--- src/pjp_defines.vh ---
// Constants for the two-pin port slice: offsets, fields, reset values, timing.
`ifndef PJP_DEFINES_VH
`define PJP_DEFINES_VH

// Register offsets.
`define PJP_OFF_DATA      8'h28
`define PJP_OFF_INPUT     8'h29
`define PJP_OFF_DIR       8'h2a
`define PJP_OFF_DRIVE     8'h2b
`define PJP_OFF_IRQ_EN    8'h2e
`define PJP_OFF_IRQ_FLAG  8'h2f
`define PJP_OFF_IRQ_STAT  8'h30
`define PJP_OFF_IRQ_CLR   8'h31
`define PJP_OFF_IRQ_MASK  8'h32
`define PJP_OFF_EDGE_SEL  8'h33

// Field positions: the two pins sit in bits 7 and 6.
`define PJP_PIN_HI        7
`define PJP_PIN_LO        6

// Reset values.
`define PJP_RST_REG       2'h0

// Status bit positions.
`define PJP_ST_PIN_EVT    0
`define PJP_ST_WAKE       1

// Read-back delay after a direction change, in bus cycles.
`define PJP_SYNC_CYCLES   2

`endif

--- src/pjp_port.v ---
// Two-pin general purpose port slice with direction, drive, read-back and pin interrupt.
// Operation
// - Each of the two pins has a software-writable direction bit.
// - Data and input reads may take up to two bus cycles to follow a direction change.
// - A drive bit selects full drive when clear and about one third when set.
// - The drive bit has no effect on a pin configured as input.
// - After reset both pins are inputs, undriven, full drive, interrupt disabled.
// - The port raises its own interrupt from flag and enable, gated by the global mask.
// - An enabled pin interrupt wakes the device out of stop mode.
//
// Local design decision: the strobed register port.
`timescale 1ns/1ps
`default_nettype none
`include "pjp_defines.vh"

module pjp_port (
	// Clock and reset.
	input  wire       mclk,
	input  wire       reset,
	// Register port.
	input  wire [7:0] addr,
	input  wire [7:0] wdata,
	input  wire       wr_stb,
	input  wire       rd_stb,
	output reg  [7:0] rdata,
	// Pins.
	input  wire [1:0] pin_in,
	output reg  [1:0] pin_out,
	output reg  [1:0] pin_oe,
	output reg  [1:0] pin_reduced,
	// System.
	input  wire       global_irq_mask,
	input  wire       stop_mode,
	output reg        port_irq,
	output reg        wake_req,
	output reg        irq
);

	// Selects the two pin bits out of a register-wide byte.
	function [1:0] pin_field;
		input [7:0] v;
		begin
			pin_field = v[`PJP_PIN_HI:`PJP_PIN_LO];
		end
	endfunction

	// Places the two pin bits back into a byte.
	function [7:0] pin_byte;
		input [1:0] v;
		begin
			pin_byte = {v, 6'h00};
		end
	endfunction

	reg  [1:0] data_ff;
	reg  [1:0] dir_ff;
	reg  [1:0] drive_ff;
	reg  [1:0] ien_ff;
	reg  [1:0] iflag_ff;
	reg  [1:0] edge_ff;
	reg  [1:0] prev_ff;
	reg  [1:0] dir_d1_ff;
	reg  [1:0] dir_d2_ff;
	reg  [1:0] stat_ff;
	reg  [1:0] mask_ff;
	reg  [1:0] nxt_iflag;
	reg  [1:0] nxt_stat;
	reg  [7:0] nxt_rdata;
	wire [1:0] pin_sync;
	wire [1:0] pin_seen;
	wire [1:0] edge_hit;
	wire       wr_data;
	wire       wr_dir;
	wire       wr_drive;
	wire       wr_ien;
	wire       wr_iflag;
	wire       wr_clr;
	wire       wr_mask;
	wire       wr_edge;
	wire       irq_pend;

	assign wr_data  = wr_stb && (addr == `PJP_OFF_DATA);
	assign wr_dir   = wr_stb && (addr == `PJP_OFF_DIR);
	assign wr_drive = wr_stb && (addr == `PJP_OFF_DRIVE);
	assign wr_ien   = wr_stb && (addr == `PJP_OFF_IRQ_EN);
	assign wr_iflag = wr_stb && (addr == `PJP_OFF_IRQ_FLAG);
	assign wr_clr   = wr_stb && (addr == `PJP_OFF_IRQ_CLR);
	assign wr_mask  = wr_stb && (addr == `PJP_OFF_IRQ_MASK);
	assign wr_edge  = wr_stb && (addr == `PJP_OFF_EDGE_SEL);

	pjp_sync u_sync (
		.mclk     (mclk),
		.reset    (reset),
		.pin_raw  (pin_in),
		.pin_sync (pin_sync)
	);

	// sync read-back
	// Each pin reads its own output latch while the delayed direction says output,
	// otherwise the synchronised pin; the delayed direction lags writes by two cycles.
	genvar gi;
	generate
		for (gi = 0; gi < 2; gi = gi + 1) begin : g_pin
			assign pin_seen[gi] = dir_d2_ff[gi] ? data_ff[gi] : pin_sync[gi];
			assign edge_hit[gi] = edge_ff[gi] ? (pin_sync[gi] & ~prev_ff[gi])
			                                  : (~pin_sync[gi] & prev_ff[gi]);
		end
	endgenerate

	always @(posedge mclk or posedge reset) begin
		if (reset) begin
			data_ff   <= `PJP_RST_REG;
			dir_ff    <= `PJP_RST_REG;
			drive_ff  <= `PJP_RST_REG;
			ien_ff    <= `PJP_RST_REG;
			edge_ff   <= `PJP_RST_REG;
			mask_ff   <= `PJP_RST_REG;
			dir_d1_ff <= `PJP_RST_REG;
			dir_d2_ff <= `PJP_RST_REG;
			prev_ff   <= `PJP_RST_REG;
		end else begin
			if (wr_data) begin
				data_ff <= pin_field(wdata);
			end
			if (wr_dir) begin
				dir_ff <= pin_field(wdata);
			end
			if (wr_drive) begin
				drive_ff <= pin_field(wdata);
			end
			if (wr_ien) begin
				ien_ff <= pin_field(wdata);
			end
			if (wr_edge) begin
				edge_ff <= pin_field(wdata);
			end
			if (wr_mask) begin
				mask_ff <= wdata[1:0];
			end
			dir_d1_ff <= dir_ff;
			dir_d2_ff <= dir_d1_ff;
			prev_ff   <= pin_sync;
		end
	end

	always @* begin
		nxt_iflag = iflag_ff;
		if (wr_iflag) begin
			nxt_iflag = nxt_iflag & ~pin_field(wdata);
		end
		nxt_iflag = nxt_iflag | edge_hit;
	end

	// Sticky status: pin event and stop wake-up; set wins over clear.
	always @* begin
		nxt_stat = stat_ff;
		if (wr_clr) begin
			nxt_stat = nxt_stat & ~wdata[1:0];
		end
		if (|edge_hit) begin
			nxt_stat[`PJP_ST_PIN_EVT] = 1'b1;
		end
		if (stop_mode && |(edge_hit & ien_ff)) begin
			nxt_stat[`PJP_ST_WAKE] = 1'b1;
		end
	end

	assign irq_pend = |(iflag_ff & ien_ff);

	always @* begin
		nxt_rdata = 8'h00;
		case (addr)
			`PJP_OFF_DATA:     nxt_rdata = pin_byte(pin_seen);
			`PJP_OFF_INPUT:    nxt_rdata = pin_byte(dir_d2_ff & data_ff | ~dir_d2_ff & pin_sync);
			`PJP_OFF_DIR:      nxt_rdata = pin_byte(dir_ff);
			`PJP_OFF_DRIVE:    nxt_rdata = pin_byte(drive_ff);
			`PJP_OFF_IRQ_EN:   nxt_rdata = pin_byte(ien_ff);
			`PJP_OFF_IRQ_FLAG: nxt_rdata = pin_byte(iflag_ff);
			`PJP_OFF_IRQ_STAT: nxt_rdata = {6'h00, stat_ff};
			`PJP_OFF_IRQ_MASK: nxt_rdata = {6'h00, mask_ff};
			`PJP_OFF_EDGE_SEL: nxt_rdata = pin_byte(edge_ff);
			default:           nxt_rdata = 8'h00;
		endcase
	end

	always @(posedge mclk or posedge reset) begin
		if (reset) begin
			iflag_ff    <= `PJP_RST_REG;
			stat_ff     <= `PJP_RST_REG;
			rdata       <= 8'h00;
			pin_out     <= 2'h0;
			pin_oe      <= 2'h0;
			pin_reduced <= 2'h0;
			port_irq    <= 1'b0;
			wake_req    <= 1'b0;
			irq         <= 1'b0;
		end else begin
			iflag_ff <= nxt_iflag;
			stat_ff  <= nxt_stat;
			rdata    <= rd_stb ? nxt_rdata : 8'h00;
			pin_out  <= data_ff;
			pin_oe <= dir_ff;
			pin_reduced <= drive_ff & dir_ff;
			port_irq <= irq_pend & ~global_irq_mask;
			wake_req <= stop_mode & irq_pend;
			irq      <= |(nxt_stat & mask_ff);
		end
	end

endmodule // pjp_port

`default_nettype wire

--- src/pjp_sync.v ---
// Two-stage input synchroniser for the port pins.
`timescale 1ns/1ps
`default_nettype none

module pjp_sync (
	// Clock and reset.
	input  wire       mclk,
	input  wire       reset,
	// Raw and synchronised levels.
	input  wire [1:0] pin_raw,
	output wire [1:0] pin_sync
);

	reg [1:0] stage1_ff;
	reg [1:0] stage2_ff;

	always @(posedge mclk or posedge reset) begin
		if (reset) begin
			stage1_ff <= 2'h0;
			stage2_ff <= 2'h0;
		end else begin
			stage1_ff <= pin_raw;
			stage2_ff <= stage1_ff;
		end
	end

	assign pin_sync = stage2_ff;

endmodule // pjp_sync

`default_nettype wire

--- config.mk ---
export PLATFORM = sky130hd
export DESIGN_NAME = pjp_port
export DESIGN_NICKNAME = d
export VERILOG_FILES = /design/src/pjp_port.v /design/src/pjp_sync.v
export VERILOG_INCLUDE_DIRS = /design/src
export SDC_FILE = /design/constraint.sdc
export NUM_CORES = 1
export LEC_CHECK = 0
export BUFFER_PORTS_ARGS = -buffer_cell sky130_fd_sc_hd__buf_2
export CORE_MARGIN = 8
export CORE_UTILIZATION = 30
export CTS_CLUSTER_SIZE = 28
export DETAILED_ROUTE_END_ITERATION = 7
export SLEW_MARGIN = 15
export SYNTH_ARGS = -nofsm -noshare
export SYNTH_HDL_FRONTEND = slang
export SYNTH_SLANG_ARGS = --single-unit
--- constraint.sdc ---
create_clock -name mclk -period 1.6 [get_ports mclk]
set_input_delay 0.16 -clock mclk [delete_from_list [all_inputs] [get_ports mclk]]
set_output_delay 0.16 -clock mclk [all_outputs]
set_load 0.01 [all_outputs]
==> impl_metrics.ini <==
[outcome]
outcome = complete, no violations

[timing]
max_freq_ghz = 0.6706
rsz0062_at_grt = no
slew_headroom = 0.6553
setup_viol = 0
final.min_clock_period_ns = 1.491
final_hold_viol_count = 0
final.setup.tns_ns = 0
final.period_utilization = 0.9320
skew_ns = 0.01022
worst_pin_slew_ns = 0.5105
slew_violations = 0
whs_ns = 0.1139

[synthesis]
synth.top_cell.area_share = 0.5728
synth.area.top_cells = dfrtp_1, mux2_2, buf_4
synthFlopType = dfrtp_1
synthDistinctLibCells = 40
syn_area_per_cell_sq_um = 12.63
synth_edf_count = 0
synth_top_cell_by_area = dfrtp_1
synthArstFlopShare = 1.000
synth_warnings = 0
syn_inst = 128
netlist_area_sq_mm = 0.001617
ys_seq_area_frac = 0.5728
synth_seq_cells = 37

[floorplanning]
dieHeight_microns = 89.41
rows = 26
core_region_area_sq_mm = 0.005140
pin_count = 41
fp.dieW_microns = 89.41
start_util = 0.3145
die-area_sq_mm = 0.007993

[worst_setup_path]
arrival_ns = 1.73
critical_path_class = reg -> reg
critical_path_required_ns = 1.84
worstPathMaxFanout = 4
endpoint_kind = flop
start_kind = flop

[placed_design]
io_buffers = 32
post-dp-hpwl_mm = 2.656
gp_congestion = 0.7497
place_area_sq_mm = 0.001897

[clock_network]
clk_pin_slew_ns = 0.08
cts_setup_buffers = 0
cts_tree = done
insertion_delay_ns = 0.29
numCtsBuffers = 5
clockRootBuffer = clkbuf_8
htree_levels = 2
numClockSinks = 37
clock_path_buffers = 2

[finish]
final_cell_mix = dfrtp_1, buf_2, mux2_2
final.fill_count = 531
post-route-cell-area_sq_mm = 0.002057
multiInputGateArea_sq_um = 644.4
seqCellArea_sq_um = 925.9
final_nets = 200
final_common_cell = dfrtp_1
drive_gt1_frac = 0.4068
diodes = 0
post-route-util = 0.4002
syn_to_final_growth_pct = 27.24

[power]
p_leak_uw = 0.001018
powerDensity_mw_per_mm2 = 978.9
worst_ir_drop_vdd_uv = 561.0
finalPower_uw = 2014

[hold_path]
hold_path.class = in -> reg

[grt]
grt_pass1_wl_mm = 5.727
grt_usage = 0.09627
grt_overflow = 0
grt_max_degree = 38
grt_pass1_vias = 1163
antenna_found_initial = 0

[detailed_routing]
drtPass1Iterations = 4
drtAntennaViolNets = 0
wl_per_cell_microns = 13.77
drtIter0Drc = 61
num_vias = 1118
viasPerCell = 4.526
remaining_drc_errors = 0
routed_wl_mm = 3.400

[flow_run]
drv_cap = 0
## path summary, 6_finish.rpt
check / start / end / slack (ns) / depth (start not counted)
setup reg to reg: edge_ff[0] / stat_ff[1] / 0.11 / 4
hold / removal: wdata[0] / mask_ff[0] / 0.11 / 2
hold reg to reg: u_sync.stage1_ff[0] / u_sync.pin_sync[0] / 0.35 / 0
max in group asynchronous: reset / rdata[6] / 0.77 / 4
setup / recovery: edge_ff[0] / stat_ff[1] / 0.11 / 4
min in group asynchronous: reset / u_sync.stage1_ff[1] / 0.51 / 4
## synth_stat cells (2+ instances only)
cell type  count
nor2b_1        3
nand4_1        4
and3_1         4
or3b_4         2
nor2_1         3
dfrtp_1       37
or3b_2         2
nor2_2         2
a21oi_1        3
buf_4          5
o21ai_0        4
a21o_1         2
o211ai_1       2
and2_1         2
nand2_1        8
nand3b_1       4
a21boi_0       2
mux2_2        13
inv_1          3
mux2i_1        3
## cell families after synthesis
logic type             count (synthesis)  share of synthesized area
other                                  1                   0.002320
AO/OA/AOI/OAI                         21                    0.09442
AND/OR/NAND/NOR                       42                     0.1718
multiplexers                          17                     0.1231
buffers and inverters                 10                    0.03560
flip-flops                            37                     0.5728
## power breakdown
group | leakage (uW) | internal [uW] | switching, uW | total (uW)
sequential | 0.000482 | 976 | 24.0 | 1000
combinational | 0.000478 | 89.7 | 95.6 | 185
clock | 0.0000574 | 506 | 322 | 828
total | 0.00102 | 1570 | 441 | 2010
## per-layer routing
metal	GRT usage	part of all wire	vias to the layer above
met5	0	0	-
met4	0.03172	0.0053	0
met3	0.04412	0.067	2
met2	0.1508	0.49	22
met1	0.1140	0.44	538
li1	-	-	556
## per-stage QoR
| stage | setup slack (ns) | std cells |
|---|---|---|
| 2_1_floorplan | 0.1866 | 131 |
| 3_3_place_gp | 0.06312 | 235 |
| 3_5_place_dp | 0.05330 | 235 |
| 4_1_cts | 0.05124 | 247 |
| 5_1_grt | 0.002666 | 247 |
| 6_report | 0.1087 | 247 |
## critical path, stage by stage, from the launching register on
cell and delay (ns):
dfrtp_1 0.42, or3b_2 0.49, a21boi_0 0.25, o21ai_0 0.10
a21bo_2 0.19
## state kept, by name, indices dropped and copies added, names as in the netlist, 2 cells and up
name and cells:
ien_ff 2, stat_ff 2, u_sync.stage1_ff 2, mask_ff 2, pin_reduced 2, edge_ff 2, dir_ff 2, data_ff 2
rdata 4, drive_ff 2, dir_d2_ff 2, pin_oe 2, pin_out 2, u_sync.pin_sync 2, iflag_ff 2, prev_ff 2
## layout make-up
type                            instances  share of cell area
Clock buffer                            6             0.04015
Clock inverter                          2             0.01825
Timing Repair Buffer                   45              0.1302
Multi-Input combinational cell         84              0.3133
Sequential cell                        37              0.4501
Inverter                                3            0.005474
Tap cell                               70             0.04258
## timing repair
action	4_1_cts	5_1_grt
endpoints found under the setup margin	0	2
gates resized for setup	0	1
endpoints found under the hold margin	40	0
hold buffers	4	0
Power figures use the tool's default switching activity.
